--- src/design/tcs_regs.svh ---
// Register offsets, field positions, reset values and divider taps
`ifndef TCS_REGS_SVH
`define TCS_REGS_SVH
`define TCS_START_OFS 8'h00
`define TCS_SYNC_OFS 8'h04
`define TCS_CH_BASE 8'h10
`define TCS_CH_STRIDE 8'h10
`define TCS_CTRL_OFS 8'h00
`define TCS_MODE_OFS 8'h04
`define TCS_COUNT_OFS 8'h08
`define TCS_CLR_MSB 7
`define TCS_CLR_LSB 5
`define TCS_EDGE_MSB 4
`define TCS_EDGE_LSB 3
`define TCS_PSC_MSB 2
`define TCS_PSC_LSB 0
`define TCS_MODE_BUFA 0
`define TCS_MODE_BUFB 1
`define TCS_MODE_PHASE 2
`define TCS_CTRL_RST 8'h00
`define TCS_MODE_RST 3'h0
`define TCS_WAIT_RST 1'h1
`define TCS_TAP_DIV64 4'h5
`define TCS_TAP_DIV256 4'h7
`define TCS_TAP_DIV1024 4'h9
`define TCS_TAP_DIV4096 4'hb
`define TCS_PIN_A 4'h0
`define TCS_PIN_B 4'h1
`define TCS_PIN_C 4'h2
`define TCS_PIN_D 4'h3
`endif

--- src/design/tcs_pkg.sv ---
// Types shared by the timer clock and clear select block
package tcs_pkg;
  typedef enum logic [1:0] {SRC_P1, SRC_INT, SRC_EXT, SRC_OVF} tcs_kind_t;
  typedef struct packed {
    tcs_kind_t kind;
    logic [3:0] idx;
  } tcs_src_t;
  typedef struct packed {
    logic [7:0] addr;
    logic rd;
    logic wr;
    logic [31:0] wdata;
  } tcs_bus_t;
  typedef struct packed {
    logic waitreq;
    logic [31:0] rdata;
    logic [5:0][7:0] ctrl;
    logic [5:0][2:0] mode;
    logic [5:0][15:0] cnt;
    logic [5:0] start;
    logic [5:0] sync;
    logic [11:0] div;
    logic [3:0] pin_s1;
    logic [3:0] pin_s2;
    logic [3:0] pin_s3;
    logic [3:0] pin_filt;
    logic [5:0] cleared;
  } tcs_state_t;
endpackage

--- src/design/tcs_top.sv ---
// Six-channel counter with clock source, edge and clear source select
//
// Overview of operation
// - Ch0/3 codes 000,100 no clear; 001 clears on A, 010 on B event.
// - Ch0/3 code 101 clears on C event, 110 clears on D event.
// - Codes 011 and ch0/3 111 clear when a synced channel clears.
// - A channel joins synchronous clearing only while its sync bit is 1.
// - Buffer-mode C or D gives no event, so never clears the counter.
// - Ch1,2,4,5 clear field top bit reads zero and ignores writes.
// - Ch1,2,4,5: 00 none, 01 A, 10 B, 11 synchronous clear.
// - Edge 00 internal falling/external rising; 01 the reverse.
// - Upper edge bit set counts both edges; lower bit ignored.
// - Ch0 prescale 000,001,010 pick clock divided by 1, 4, 16.
// - Ch0 prescale 100 to 111 pick external pins A, B, C, D.
// - Ch1: /1,/4,/16,/64, pin A, pin B, /256, ch2 overflow.
// - Ch2: /1,/4,/16,/64, pin A, pin B, pin C, /1024.
// - Ch3: 000 /1, 001 /4, 100 pin A, 110 /256, 111 /4096.
// - Ch4: /1,/4,/16,/64, pin A, pin C, /1024, ch5 overflow.
// - Ch5: /1,/4,/16,/64, pin A, pin C, /256, pin D.
// - Phase counting on ch1,2,4,5 overrides the prescale choice.
// - Edge select ignored for undivided clock and overflow source.
`timescale 1ns/1ps
`include "tcs_regs.svh"

module tcs_top
  import tcs_pkg::*;
(
  // Clock and reset
  input wire logic SYS_CLK,
  input wire logic RESET,
  // Avalon-MM slave
  input wire logic [7:0] AVS_ADDRESS,
  input wire logic AVS_READ,
  input wire logic AVS_WRITE,
  input wire logic [31:0] AVS_WRITEDATA,
  output logic [31:0] AVS_READDATA,
  output logic AVS_WAITREQUEST,
  // External clock pins A..D
  input wire logic [3:0] EXT_CLK_PIN,
  // Per channel events {D,C,B,A} and phase count pulses
  input wire logic [5:0][3:0] MATCH_EVT,
  input wire logic [5:0] PHASE_CNT,
  // Per channel counter-cleared pulse
  output logic [5:0] CLEARED
);

  ////////////////////////////////////////////////////////////////////////
  function automatic logic is_wide(input logic [2:0] ch);
    return (ch == 3'h0) || (ch == 3'h3);
  endfunction

  function automatic logic [7:0] reg_addr(input logic [2:0] ch,
                                          input logic [7:0] ofs);
    return 8'(`TCS_CH_BASE + 8'(ch) * `TCS_CH_STRIDE + ofs);
  endfunction

  function automatic logic cnt_edge(input logic ext, input logic [1:0] eg,
                                    input logic prev, input logic now);
    logic rise;
    logic fall;
    rise = !prev && now;
    fall = prev && !now;
    if (eg[1]) begin
      return rise || fall;
    end
    // Internal and external sense opposite edges per code
    return (eg[0] ^ ext) ? rise : fall;
  endfunction

  function automatic tcs_src_t src_sel(input logic [2:0] ch,
                                       input logic [2:0] p);
    tcs_src_t s;
    s = '{SRC_INT, 4'(4'({p[1:0], 1'b0}) - 4'h1)};
    if (!p[2]) begin
      if (p == 3'h0) begin
        s.kind = SRC_P1;
      end
      return s;
    end
    if (p[1:0] == 2'h0) begin
      return '{SRC_EXT, `TCS_PIN_A};
    end
    unique case (ch)
      3'h0: s = '{SRC_EXT, 4'(p[1:0])};
      3'h1: s = (p[1:0] == 2'h1) ? '{SRC_EXT, `TCS_PIN_B} :
                (p[1:0] == 2'h2) ? '{SRC_INT, `TCS_TAP_DIV256} :
                '{SRC_OVF, 4'h2};
      3'h2: s = (p[1:0] == 2'h1) ? '{SRC_EXT, `TCS_PIN_B} :
                (p[1:0] == 2'h2) ? '{SRC_EXT, `TCS_PIN_C} :
                '{SRC_INT, `TCS_TAP_DIV1024};
      3'h3: s = (p[1:0] == 2'h1) ? '{SRC_INT, `TCS_TAP_DIV1024} :
                (p[1:0] == 2'h2) ? '{SRC_INT, `TCS_TAP_DIV256} :
                '{SRC_INT, `TCS_TAP_DIV4096};
      3'h4: s = (p[1:0] == 2'h1) ? '{SRC_EXT, `TCS_PIN_C} :
                (p[1:0] == 2'h2) ? '{SRC_INT, `TCS_TAP_DIV1024} :
                '{SRC_OVF, 4'h5};
      default: s = (p[1:0] == 2'h1) ? '{SRC_EXT, `TCS_PIN_C} :
                   (p[1:0] == 2'h2) ? '{SRC_INT, `TCS_TAP_DIV256} :
                   '{SRC_EXT, `TCS_PIN_D};
    endcase
    return s;
  endfunction

  ////////////////////////////////////////////////////////////////////////
  tcs_state_t s_q;
  tcs_state_t s_d;
  tcs_bus_t bus;
  tcs_src_t src;
  logic go_wr;
  logic tick;
  logic [3:0] evt;
  logic [2:0] code;
  logic [5:0] own_clr;
  logic [5:0] clr;
  logic [5:0] inc;
  logic [5:0] ovf;
  logic [5:0] wr_cnt;

  assign bus = '{AVS_ADDRESS, AVS_READ, AVS_WRITE, AVS_WRITEDATA};
  assign AVS_READDATA = s_q.rdata;
  assign AVS_WAITREQUEST = s_q.waitreq;
  assign CLEARED = s_q.cleared;

  always_comb begin
    s_d = s_q;
    src = '{SRC_P1, 4'h0};
    tick = 1'b0;
    evt = 4'h0;
    code = 3'h0;
    own_clr = 6'h00;
    clr = 6'h00;
    inc = 6'h00;
    ovf = 6'h00;
    wr_cnt = 6'h00;
    // One wait cycle, then the request is taken with waitrequest low
    go_wr = bus.wr && !s_q.waitreq;
    s_d.waitreq = !((bus.rd || bus.wr) && s_q.waitreq);
    if (bus.rd && s_q.waitreq) begin
      s_d.rdata = 32'h0;
      if (bus.addr == `TCS_START_OFS) s_d.rdata[5:0] = s_q.start;
      if (bus.addr == `TCS_SYNC_OFS) s_d.rdata[5:0] = s_q.sync;
      for (int ch = 0; ch < 6; ch++) begin
        if (bus.addr == reg_addr(3'(ch), `TCS_CTRL_OFS))
          s_d.rdata[7:0] = s_q.ctrl[ch];
        if (bus.addr == reg_addr(3'(ch), `TCS_MODE_OFS))
          s_d.rdata[2:0] = s_q.mode[ch];
        if (bus.addr == reg_addr(3'(ch), `TCS_COUNT_OFS))
          s_d.rdata[15:0] = s_q.cnt[ch];
      end
    end
    s_d.div = s_q.div + 12'h001;
    // Pin filter: a level counts once the last two stages agree
    s_d.pin_s1 = EXT_CLK_PIN;
    s_d.pin_s2 = s_q.pin_s1;
    s_d.pin_s3 = s_q.pin_s2;
    for (int i = 0; i < 4; i++) begin
      if (s_q.pin_s2[i] == s_q.pin_s3[i]) s_d.pin_filt[i] = s_q.pin_s3[i];
    end
    if (go_wr) begin
      if (bus.addr == `TCS_START_OFS) s_d.start = bus.wdata[5:0];
      if (bus.addr == `TCS_SYNC_OFS) s_d.sync = bus.wdata[5:0];
      for (int ch = 0; ch < 6; ch++) begin
        if (bus.addr == reg_addr(3'(ch), `TCS_CTRL_OFS))
          s_d.ctrl[ch] = is_wide(3'(ch)) ? bus.wdata[7:0] :
                         {1'b0, bus.wdata[6:0]};
        if (bus.addr == reg_addr(3'(ch), `TCS_MODE_OFS))
          s_d.mode[ch] = is_wide(3'(ch)) ? {1'b0, bus.wdata[1:0]} :
                         {bus.wdata[2], 2'b00};
        wr_cnt[ch] = bus.addr == reg_addr(3'(ch), `TCS_COUNT_OFS);
      end
    end
    // Own clear sources; buffer-mode C/D raise no event
    for (int ch = 0; ch < 6; ch++) begin
      evt = MATCH_EVT[ch] & {~s_q.mode[ch][`TCS_MODE_BUFB],
                             ~s_q.mode[ch][`TCS_MODE_BUFA], 2'b11};
      code = s_q.ctrl[ch][`TCS_CLR_MSB:`TCS_CLR_LSB];
      unique case (code)
        3'b001: own_clr[ch] = evt[0];
        3'b010: own_clr[ch] = evt[1];
        3'b101: own_clr[ch] = evt[2];
        3'b110: own_clr[ch] = evt[3];
        default: own_clr[ch] = 1'b0;
      endcase
    end
    for (int ch = 0; ch < 6; ch++) begin
      code = s_q.ctrl[ch][`TCS_CLR_MSB:`TCS_CLR_LSB];
      clr[ch] = own_clr[ch] || (s_q.sync[ch] && code[1:0] == 2'b11 &&
                |(own_clr & s_q.sync & ~(6'h01 << ch)));
    end
    // Descending so a neighbour's overflow is known before use
    for (int ch = 5; ch >= 0; ch--) begin
      src = src_sel(3'(ch), s_q.ctrl[ch][`TCS_PSC_MSB:`TCS_PSC_LSB]);
      unique case (src.kind)
        SRC_P1: tick = 1'b1;
        SRC_INT: tick = cnt_edge(1'b0,
                   s_q.ctrl[ch][`TCS_EDGE_MSB:`TCS_EDGE_LSB],
                   s_q.div[src.idx], s_d.div[src.idx]);
        SRC_EXT: tick = cnt_edge(1'b1,
                   s_q.ctrl[ch][`TCS_EDGE_MSB:`TCS_EDGE_LSB],
                   s_q.pin_filt[src.idx[1:0]],
                   s_d.pin_filt[src.idx[1:0]]);
        SRC_OVF: tick = ovf[src.idx[2:0]];
      endcase
      if (!is_wide(3'(ch)) && s_q.mode[ch][`TCS_MODE_PHASE])
        tick = PHASE_CNT[ch];
      inc[ch] = s_q.start[ch] && tick;
      if (wr_cnt[ch]) begin
        s_d.cnt[ch] = bus.wdata[15:0];
      end else if (clr[ch]) begin
        s_d.cnt[ch] = 16'h0000;
      end else if (inc[ch]) begin
        s_d.cnt[ch] = s_q.cnt[ch] + 16'h0001;
      end
      ovf[ch] = inc[ch] && !clr[ch] && !wr_cnt[ch] &&
                s_q.cnt[ch] == 16'hffff;
    end
    s_d.cleared = clr;
  end

  always_ff @(posedge SYS_CLK or posedge RESET) begin
    if (RESET) begin
      s_q <= '0;
      s_q.waitreq <= `TCS_WAIT_RST;
    end else begin
      s_q <= s_d;
    end
  end
endmodule

--- config.mk ---
export PLATFORM = sky130hd
export DESIGN_NAME = tcs_top
export DESIGN_NICKNAME = d
export VERILOG_FILES = /design/src/design/tcs_pkg.sv /design/src/design/tcs_top.sv
export VERILOG_INCLUDE_DIRS = /design/src /design/src/design
export SDC_FILE = /design/constraint.sdc
export NUM_CORES = 1
export LEC_CHECK = 0
export BUFFER_PORTS_ARGS = -buffer_cell sky130_fd_sc_hd__buf_2
export CORE_AREA = 4 4 198 200
export CTS_CLUSTER_DIAMETER = 200
export DETAILED_ROUTE_END_ITERATION = 12
export DIE_AREA = 0 0 202 204
export SETUP_SLACK_MARGIN = 0.4
export SYNTH_ARGS = -nofsm -noshare
export SYNTH_HDL_FRONTEND = slang
export SYNTH_SLANG_ARGS = --single-unit
--- constraint.sdc ---
create_clock -name SYS_CLK -period 9.9 [get_ports SYS_CLK]
set_clock_uncertainty 0.1 [all_clocks]
set_input_delay 1.98 -clock SYS_CLK [delete_from_list [all_inputs] [get_ports SYS_CLK]]
set_output_delay 1.98 -clock SYS_CLK [all_outputs]
set_load 0.005 [all_outputs]
# == After elaboration in Yosys (flattened, before gate mapping) ==
# Memories as Yosys holds them, arrays and structs flattened.
# Index checks and enable logic that the tools add are counted.
# word_totals
ff_bits,211
rom_bits,8
input_bits,78
out_inout_bits,39
elab_cells,531
memories,1
# classes
n_addsub,13
magnitude_cmp,18
eq_ne,78
muxes,226
bitwise,7
reduce_logical,160
# mem_list
name,depth,width,read_ports,rd_clocked_by_memory_dff,wr,line_no,rtl
(name not given),8,1,1,0,0,tcs_top.sv:202,SRC_OVF: tick = ovf[src.idx[2:0]];
# ops
op,count
16-bit two-way mux,25
6-bit two-way mux,35
1-bit two-way mux,110
"16-bit by 1-bit adder with 16-bit output, second input constant",6
"16-bit equality test, second input constant",5
"8-bit by 7-bit equality test with 1-bit output, second input constant",9
1-bit logical AND,60
8-bit two-way mux,7
"2-bit equality test, second input constant",27
1-bit binary-select mux with 4-bit select,12
"8-bit by 6-bit equality test with 1-bit output, second input constant",6
1-bit zero test,36
1-bit case mux with 4 select lines,8
"2-bit by 1-bit equality test with 1-bit output, second input constant",15
"4-bit by 5-bit < comparator with 1-bit output, second input constant",6
5-bit OR reduction,6
2-bit AND reduction,14
1-bit binary-select mux with 2-bit select,12
"8-bit by 5-bit equality test with 1-bit output, second input constant",3
2-bit zero test,12
"3-bit by 4-bit < comparator with 1-bit output, second input constant",6
"3-bit by 1-bit subtractor with 4-bit output, second input constant",6
1-bit logical OR,19
3-bit zero test,6
16 further kinds,51

# == Longest topological paths before layout ==
# Gate-level depths: netlist (run 1).
# depth
depth_word,57
mapped_depth,22
ltp_nobuf,20

# == Least setup slack after synthesis (run 1) ==
# OpenSTA, ideal clock, no wires.
# synth_path
kind,register to register
from,register s_q[176] (netlist bit)
to,register s_q[72] (netlist bit)
setup_ns,0.087
t_arrival_ns,4.648
required_ns,9.713
path_slack_ns,5.065
path_stages_with_launch,20
n_path_buf,3
period_less_slack_ns,4.835
path_cell_list,dfrtp_1 > inv_1 > ha_1 > clkbuf_1 > o21ai_0 > clkbuf_1 > mux2_2 > a221o_1 > a32oi_1 > inv_1 > ha_1 > mux4_2 > a211oi_1 > nor2_1 > and3_1 > a311oi_2 > buf_4 > a21oi_4 > a21o_1 > a22oi_1
# synth_between
elab_chain_cells,24
elab_cells_between_ends,56
classes_between,add/sub: 1; eq/ne: 5; mux: 31; reduce/logical: 19
# synth_rtl
item,line_no,rtl
start: declaration,tcs_top.sv:105,tcs_state_t s_q;
"3-bit by 1-bit subtractor with 4-bit output, or another cell as far along",tcs_top.sv:73,"s = '{SRC_INT, 4'(4'({p[1:0], 1'b0}) - 4'h1)};"
"6-bit two-way mux, or another cell as far along",tcs_top.sv:74,if (!p[2]) begin
"6-bit two-way mux, or another cell as far along",tcs_top.sv:80,if (p[1:0] == 2'h0) begin
6-bit two-way mux,tcs_top.sv:83,unique case (ch)
6-bit two-way mux (*),tcs_top.sv:80,
"1-bit binary-select mux with 4-bit select, or another cell as far along",tcs_top.sv:197,"s_q.div[src.idx], s_d.div[src.idx]);"
1-bit two-way mux (on tied branches),"tcs_top.sv:197, tcs_top.sv:200, tcs_top.sv:201",
1-bit zero test (on tied branches),"tcs_top.sv:61, tcs_top.sv:62",
(+6 left out),-,
1-bit logical AND (*),tcs_top.sv:206,inc[ch] = s_q.start[ch] && tick;
1-bit logical AND (*) (3 in a row),tcs_top.sv:214,ovf[ch] = inc[ch] && !clr[ch] && !wr_cnt[ch] &&
1-bit binary-select mux with 3-bit select (*),tcs_top.sv:202,
1-bit two-way mux (not written as such) (*),tcs_top.sv:202,
1-bit case mux with 4 select lines (*),tcs_top.sv:193,unique case (src.kind)
1-bit two-way mux (*),tcs_top.sv:204,if (!is_wide(3'(ch)) && s_q.mode[ch][`TCS_MODE_PHASE])
1-bit logical AND (*),tcs_top.sv:206,
3-bit nonzero test (no line) (*),-,
# Mark *: on every way between the ends. The rest lies on a longest branch, timed or not. The select of a mux whose other input is x is not followed.
# A chain may end at the register's enable or synchronous reset.

==> results of run 1 <==
[power breakdown]
group | total, mW | leakage [nW] | internal, mW | switching, mW
logic | 0.342 | 3.80 | 0.149 | 0.192
clock network | 0.993 | 0.441 | 0.593 | 0.400
registers | 1.07 | 2.71 | 0.949 | 0.121
total | 2.41 | 6.94 | 1.69 | 0.714
[flip-flops by register name, indices dropped and copies added, names as in the netlist]
register / count
s_q: 178
AVS_READDATA: 16
s_d: 8
CLEARED: 6
code: 2
AVS_WAITREQUEST: 1
[Yosys cell counts, drive strengths merged (8+ instances only)]
cell type,count,area share (%)
a211oi,16,0.81
a21oi,86,3.0
a221oi,17,1.0
a222oi,19,1.3
a22o,14,0.83
a22oi,21,1.1
a31oi,11,0.57
a32oi,8,0.52
a41oi,9,0.53
and2,15,0.63
and3,23,0.97
and4,11,0.65
buf,48,2.3
clkbuf,69,1.8
dfrtp,210,35
ha,75,6.3
inv,86,2.2
mux2,77,5.9
mux2i,31,2.1
mux4,19,2.9
nand2,232,5.9
nand2b,8,0.34
nand3,48,1.7
nand4,19,0.80
nor2,107,2.7
nor2b,11,0.46
nor3,20,0.71
o21ai,124,4.2
o22ai,13,0.59
o31ai,26,1.3
or2,8,0.34
xnor2,46,2.7
xor2,28,1.7
[how the worst max path moves through the flow]
stage          slack (ns)               to     from
3_3_place_gp         3.83          s_q[76]  s_q[22]
2_1_floorplan        2.06  AVS_READDATA[0]    RESET
4_1_cts              3.69          s_q[77]  s_q[22]
5_1_grt              3.21          s_q[77]  s_q[22]
3_5_place_dp         3.68          s_q[77]  s_q[22]
6_report             3.55          s_q[77]  s_q[22]
[per-stage QoR]
stage / cells / setup slack, ns
finish: 2207 / 3.55
global route: 2207 / 3.21
floorplan: 1660 / 2.06
detailed placement: 2159 / 3.68
CTS: 2207 / 3.69
global placement: 2159 / 3.83
[kinds of logic after synthesis]
kind of cell             synth area share [%]
multiplexers                             10.8
flip-flops                               35.7
AND/OR/NAND/NOR                          16.6
other                                  0.0253
buffers and inverters                    6.25
AO/OA/AOI/OAI                            19.7
adder cells (fa/ha/maj)                  6.54
XOR/XNOR                                 4.38
[layout by cell type, fill, tap and decap left out, types with 9 or more instances in the layout]
cell	count
sky130_fd_sc_hd__nand2_1	232
sky130_fd_sc_hd__dfrtp_1	210
sky130_fd_sc_hd__o21ai_0	116
sky130_fd_sc_hd__nor2_1	107
sky130_fd_sc_hd__inv_1	85
sky130_fd_sc_hd__a21oi_1	85
sky130_fd_sc_hd__mux2_2	77
sky130_fd_sc_hd__ha_1	75
sky130_fd_sc_hd__buf_2	74
sky130_fd_sc_hd__nand3_1	47
sky130_fd_sc_hd__xnor2_1	46
sky130_fd_sc_hd__mux2i_1	31
sky130_fd_sc_hd__buf_4	31
sky130_fd_sc_hd__xor2_1	28
sky130_fd_sc_hd__o31ai_1	26
sky130_fd_sc_hd__clkbuf_16	26
sky130_fd_sc_hd__and3_1	23
sky130_fd_sc_hd__a22oi_1	21
sky130_fd_sc_hd__a222oi_1	19
sky130_fd_sc_hd__nand4_1	19
sky130_fd_sc_hd__mux4_2	19
sky130_fd_sc_hd__nor3_1	18
sky130_fd_sc_hd__a221oi_1	17
sky130_fd_sc_hd__a211oi_1	16
sky130_fd_sc_hd__conb_1	16
sky130_fd_sc_hd__a22o_1	14
sky130_fd_sc_hd__and2_1	13
sky130_fd_sc_hd__o22ai_1	12
sky130_fd_sc_hd__nor2b_1	11
sky130_fd_sc_hd__and4_1	11
sky130_fd_sc_hd__a31oi_1	10
sky130_fd_sc_hd__a41oi_1	9
[final cells by class]
type | instances | area, µm² | share of cell area, %
Timing Repair Buffer | 105 | 603 | 3.67
Clock inverter | 14 | 141 | 0.861
Multi-Input combinational cell | 1246 | 8670 | 52.8
Clock buffer | 34 | 761 | 4.63
Sequential cell | 211 | 5280 | 32.1
Tap cell | 511 | 639 | 3.89
Inverter | 86 | 330 | 2.01
[layer usage]
| layer | global-route usage, % | part of all wire, % | vias up |
|---|---|---|---|
| li1 | - | - | 6008 |
| met2 | 35.1 | 44 | 608 |
| met4 | 5.91 | 1.8 | 0 |
| met3 | 4.24 | 9.7 | 61 |
| met5 | 0 | 0 | - |
| met1 | 34.0 | 45 | 6483 |
[worst max-delay path, delay by kind of cell (launching register included)]
| kind | cells | cell delay [ns] |
|---|---|---|
| xor+xnor | 2 | 0.85 |
| compound gates | 10 | 2.69 |
| fa+ha+maj | 1 | 0.28 |
| flops | 1 | 0.63 |
| simple gates | 4 | 1.67 |
==> parameters.txt, run 1 <==
Parameter                              Value

Critical path
  Data arrival at the endpoint of the critical path    approximately 6.7 ns
  Crit path required time    10.23 ns
  Worst flop-to-flop path startpoint    s_q[22]
  Endpoint of the worst register-to-register path    s_q[77]
  Crit path largest cell delay    0.68 ns
  Reg-to-reg slack, setup    3.55 ns
  R2R depth    17
  Largest fanout on the critical path    13
  Crit path launch type    register
  Slowest library cell on the worst path    sky130_fd_sc_hd__xor2_1
  Crit end category    register
  CP most frequent cell    sky130_fd_sc_hd__o211ai_1
  Path type of the worst setup path    reg -> reg
  Worst-path cell chain    and2_1, and4_1, xor2_1, o211ai_1, o211ai_1, o21ai_0, o22ai_1, ha_1, a22o_1, a211oi_1, o311ai_2, or4_1, o22ai_2, nand3_2, a2111oi_1, xnor2_1, o21ai_1

Global routing
  Number of antenna violations at the first check in global routing    1
  Maximum number of pins on one net before global-route repair    95
  Global-route usage over all layers    23.1%
  Via count of the first global-routing pass    12,600
  Global-route wire length before repair    75.0 mm
  Overflow left after global routing    0

Clocking
  Clock root buffer    sky130_fd_sc_hd__clkbuf_16
  Post-CTS Setup Bufs    0
  H-tree depth reported by CTS    1
  Clock tree from TritonCTS    done
  CTS Buf Count    26
  Clock tree sinks    211
  Clock Latency Late Sink    0.56 ns
  CTS Hold Bufs    0
  Reg clk slew, reported paths    approximately 0.060 ns
  Clock Tree Buf Depth    3
  Number of cells upsized or downsized after cts    0

Logic synthesis
  Top FF cell, synth    sky130_fd_sc_hd__dfrtp_1
  Synth Warn #    0
  Number of different library cells in the post-synthesis netlist    81
  Register area share after synthesis    35.7%
  Number of enable flip-flop cells after synthesis    0
  Post-synthesis instance area    about 15,000 µm²
  Flip-flop and latch count after synthesis    211
  Number of cells produced by synthesis    1,645
  Post-synthesis average cell area    about 9.0 µm²
  Proportion of register bits with asynchronous set or reset after synthesis    100%

Final layout
  Share of post-route cells with drive strength above 1    ~16%
  Number of diodes added for antenna fixing    0
  Net total in the final layout    around 1,800
  Summed area of non-filler cells in the final layout    between 15,000 and 20,000 µm²
  Number of fill cells    roughly 3,600
  Area growth, synth to finish    11.0%
  Post-layout util    a little over two fifths

Job
  Max-cap violations    0

Floorplanning
  Effective utilization at floorplan    around 40%
  I/O pin total    between 100 and 150
  Height of the die    roughly 200 µm
  Die Footprint    41,200 µm²
  Horizontal extent of the die    just over 200 µm
  Floorplan row count    71
  Core region area    37,400 µm²

Power
  Leakage power summed over all cells    6.94 nW
  Maximum vdd drop    0.000119 V
  Total power of the final layout    2.41 mW
  Power per Cell Area    approximately 150 nW/µm²

Worst hold path
  Min-Delay Path Class    reg -> reg
  Hold Path Origin    s_d[15]
  Instance count along the most critical hold path    0
  Hold Path Sink    s_d[11]

Place
  Total half-perimeter wirelength after legalization and detailed placement    35.7 mm
  GP Congestion    between 0.9 and 1
  Placed Instance Area    about 16,000 µm²
  Count of port buffers added during placement    74

Routing
  Total via count in the routed design    13,200
  Average wire per cell in the routed design    22.1 µm
  Post-route DRC violation count    0
  Via-per-instance ratio    ~6.0
  Routed wire length    between 40 and 50 mm
  Initial detailed-routing violation count    ~1,500
  Number of antenna-violating nets in the routed design    0
  Number of iterations in the first detailed-routing pass    6

Timing
  Final Max Tran Viols    0
  Minimum period implied by the final worst setup slack    roughly 6.3 ns
  RSZ-0062 raised after global routing    no
  F_max    roughly 160 MHz
  Setup violators final    0
  Hold_ws    approximately 0.24 ns
  Normalized max-slew margin    23.1%
  Setup TNS    0 ns
  Pin slew with the least headroom to its limit    ~1.2 ns
  Hold Vio Cnt, Final    0
  Fin crit share    64.1%

Run status
  Result of the run    completed
No activity file was read; power rests on OpenSTA's default activity.
==> inputs of run 2 (changes only) <==
Clock period 9.9 ns to 6.1 ns, I/O delays scaled along.
==> run 2 against run 1 <==
  * Final area up 0.73%
  * Highest routed layer unchanged
  * Combinational power up 67%
  * Wire length up 1.9%
==> parameters.txt, run 2 (synthesis results as in run 1) <==
Parameter                              Value

Run status
  Result of the run    completed

Clocking
  Clock root buffer    sky130_fd_sc_hd__clkbuf_16
  Post-CTS Setup Bufs    0 (unchanged)
  Clock tree sinks    211 (unchanged)
  Clock Tree Buf Depth    3 (unchanged)
  Clock Latency Late Sink    0.55 ns (about the same)
  Clock tree from TritonCTS    done
  CTS Buf Count    26 (unchanged)
  H-tree depth reported by CTS    1 (unchanged)
  Reg clk slew, reported paths    0.06 ns (about the same)

Routing
  Total via count in the routed design    13,400 (+1.8%)
  Routed wire length    49.6 mm (+1.9%)
  Initial detailed-routing violation count    1,538 (+5.8%)
  Number of antenna-violating nets in the routed design    0 (unchanged)
  Post-route DRC violation count    0 (unchanged)
  Via-per-instance ratio    6.01 (+0.72%)
  Number of iterations in the first detailed-routing pass    6 (unchanged)
  Average wire per cell in the routed design    22.2 µm (+0.84%)

Final layout
  Number of diodes added for antenna fixing    0 (unchanged)
  Most frequent cells in the layout    232 x sky130_fd_sc_hd__nand2_1, 210 x sky130_fd_sc_hd__dfrtp_1, 116 x sky130_fd_sc_hd__o21ai_0
  Post-layout util    44.2% (+0.32 points)
  Share of post-route cells with drive strength above 1    17.0% (+0.71 points)
  Area growth, synth to finish    11.8%
  Net total in the final layout    1,852 (+1.3%)
  Commonest non-fill, non-tap cell in the layout    sky130_fd_sc_hd__nand2_1
  Flip-flop count of the largest register, all copies and words added    178 (unchanged)
  Reg with most FFs    s_q

Global routing
  Met1 usage    34.5% (+0.49 points)
  Global-route usage over all layers    23.6% (+0.51 points)
  Global-route wire length before repair    76.9 mm (+2.5%)
  Layer with the highest usage after global routing    met2
  Global routing met3 resource utilization    5.05% (+0.81 points)
  Number of antenna violations at the first check in global routing    2 (+1)
  Overflow left after global routing    0 (unchanged)
  GR Layer Usage met2    35.8% (+0.72 points)
  Via count of the first global-routing pass    12,900 (+2.8%)
  Maximum number of pins on one net before global-route repair    130 (+37%)

Timing
  Pin slew with the least headroom to its limit    0.879 ns (-0.274 ns)
  Normalized max-slew margin    41.4% (+18 points)
  F_max    187 MHz (+19%)
  Hold Vio Cnt, Final    0 (unchanged)
  Setup TNS    0 ns (unchanged)
  RSZ-0062 raised after global routing    no
  Fin crit share    87.5% (+23 points)
  Setup violators final    0 (unchanged)
  Minimum period implied by the final worst setup slack    5.34 ns (-1.01 ns)
  Final Max Tran Viols    0 (unchanged)

Critical path
  Data arrival at the endpoint of the critical path    5.66 ns (-1.02 ns)
  Crit end category    register
  Path type of the worst setup path    reg -> reg
  Largest fanout on the critical path    11 (-2)
  Crit path launch type    register
  Crit path required time    6.42 ns (-3.81 ns)

Floorplanning
  Horizontal extent of the die    202 µm (unchanged)
  Core region area    37,400 µm² (unchanged)
  Floorplan row count    71 (unchanged)
  I/O pin total    117 (unchanged)
  Effective utilization at floorplan    39.6% (unchanged)
  Die Footprint    41,200 µm² (unchanged)
  Height of the die    204 µm (unchanged)

Place
  Total half-perimeter wirelength after legalization and detailed placement    36.5 mm (+2.4%)
  Count of port buffers added during placement    74 (unchanged)
  GP Congestion    0.947 (+3.0%)

Worst hold path
  Min-Delay Path Class    reg -> reg

Power
  Maximum vdd drop    0.000199 V (+67%)
  Leakage power summed over all cells    7.02 nW (+1.2%)
  Power per Cell Area    231 nW/µm² (+58%)

Job
  Max-cap violations    0 (unchanged)
[run 2: cell types whose count changed in the layout (fill, tap and decap cells not counted), moves of 2 or more]
| cell | change |
|---|---|
| sky130_fd_sc_hd__clkinvlp_4 | -2 |
| sky130_fd_sc_hd__clkbuf_1 | +8 |
| sky130_fd_sc_hd__clkbuf_8 | -3 |
| sky130_fd_sc_hd__buf_4 | +22 |
[run 2: final timing paths]
path                            cells past startpoint  startpoint  slack, ns  endpoint
worst max-delay path                               18    s_q[200]       0.76   s_q[76]
worst min-delay path                                0     s_d[16]       0.24   s_d[12]
worst max register to register                     18    s_q[200]       0.76   s_q[76]
worst min register to register                      0     s_d[16]       0.24   s_d[12]
max in group asynchronous                           3       RESET       4.13   s_q[87]
min in group asynchronous                           2       RESET       0.57  s_q[132]
[run 2: what timing repair did]
item | CTS | global route
hold buffers | 0 | 0
gates resized for setup | 0 | 1
setup endpoints to repair | 0 | 3
[run 2: area by class of cell]
type | count | area, µm²
multi-input cells | 1246 | 8680
repair buffers | 128 | 788
flip-flops and latches | 211 | 5280
clock inverters | 9 | 83.8
well taps | 511 | 639
fillers | 3615 | 20900
clock buffers | 39 | 749
inverters | 86 | 327
[run 2: through the flow]
stage / power, mW / worst slack, ns / hold slack (ns) / instances / instance area, µm²
after CTS: 3.85 / 0.716 / 0.248 / 2230 / 16500
final: 3.82 / 0.762 / 0.245 / 2230 / 16500
after global routing: 4.01 / 0.417 / 0.257 / 2230 / 16500
after floorplan: 2.11 / 1.27 / 0.231 / 1660 / 14900
after detailed placement: 2.32 / 0.715 / 0.236 / 2182 / 15700
after global placement: 2.30 / 0.758 / 0.232 / 2182 / 15700
[run 2: where the power goes]
group / leakage (nW) / total (mW) / internal (mW) / switching, mW
Sequential: 2.71 / 1.74 / 1.54 / 0.194
Combinational: 3.91 / 0.571 / 0.248 / 0.323
Clock: 0.410 / 1.51 / 0.890 / 0.624
[run 2: worst max-delay path, stage by stage, from the launching register on]
cell                        delay [ns]
sky130_fd_sc_hd__dfrtp_1          0.49
sky130_fd_sc_hd__inv_1            0.14
sky130_fd_sc_hd__ha_1             0.26
sky130_fd_sc_hd__mux2i_1          0.14
sky130_fd_sc_hd__buf_4            0.21
sky130_fd_sc_hd__mux4_2           0.51
sky130_fd_sc_hd__mux2i_1          0.15
sky130_fd_sc_hd__o22a_1           0.20
sky130_fd_sc_hd__ha_1             0.24
sky130_fd_sc_hd__a22o_1           0.20
sky130_fd_sc_hd__a211oi_1         0.34
sky130_fd_sc_hd__o311ai_2         0.31
sky130_fd_sc_hd__or4_1            0.60
sky130_fd_sc_hd__o22ai_2          0.22
sky130_fd_sc_hd__nand3_2          0.15
sky130_fd_sc_hd__buf_4            0.24
sky130_fd_sc_hd__a2111oi_1        0.48
sky130_fd_sc_hd__xnor2_1          0.17
sky130_fd_sc_hd__o21ai_1          0.07
[run 2: per-layer routing]
metal	vias to the layer above	share of wire, %
li1	6031	-
met1	6625	44
met2	668	44
met3	69	9.9
met4	0	2.3
met5	-	0
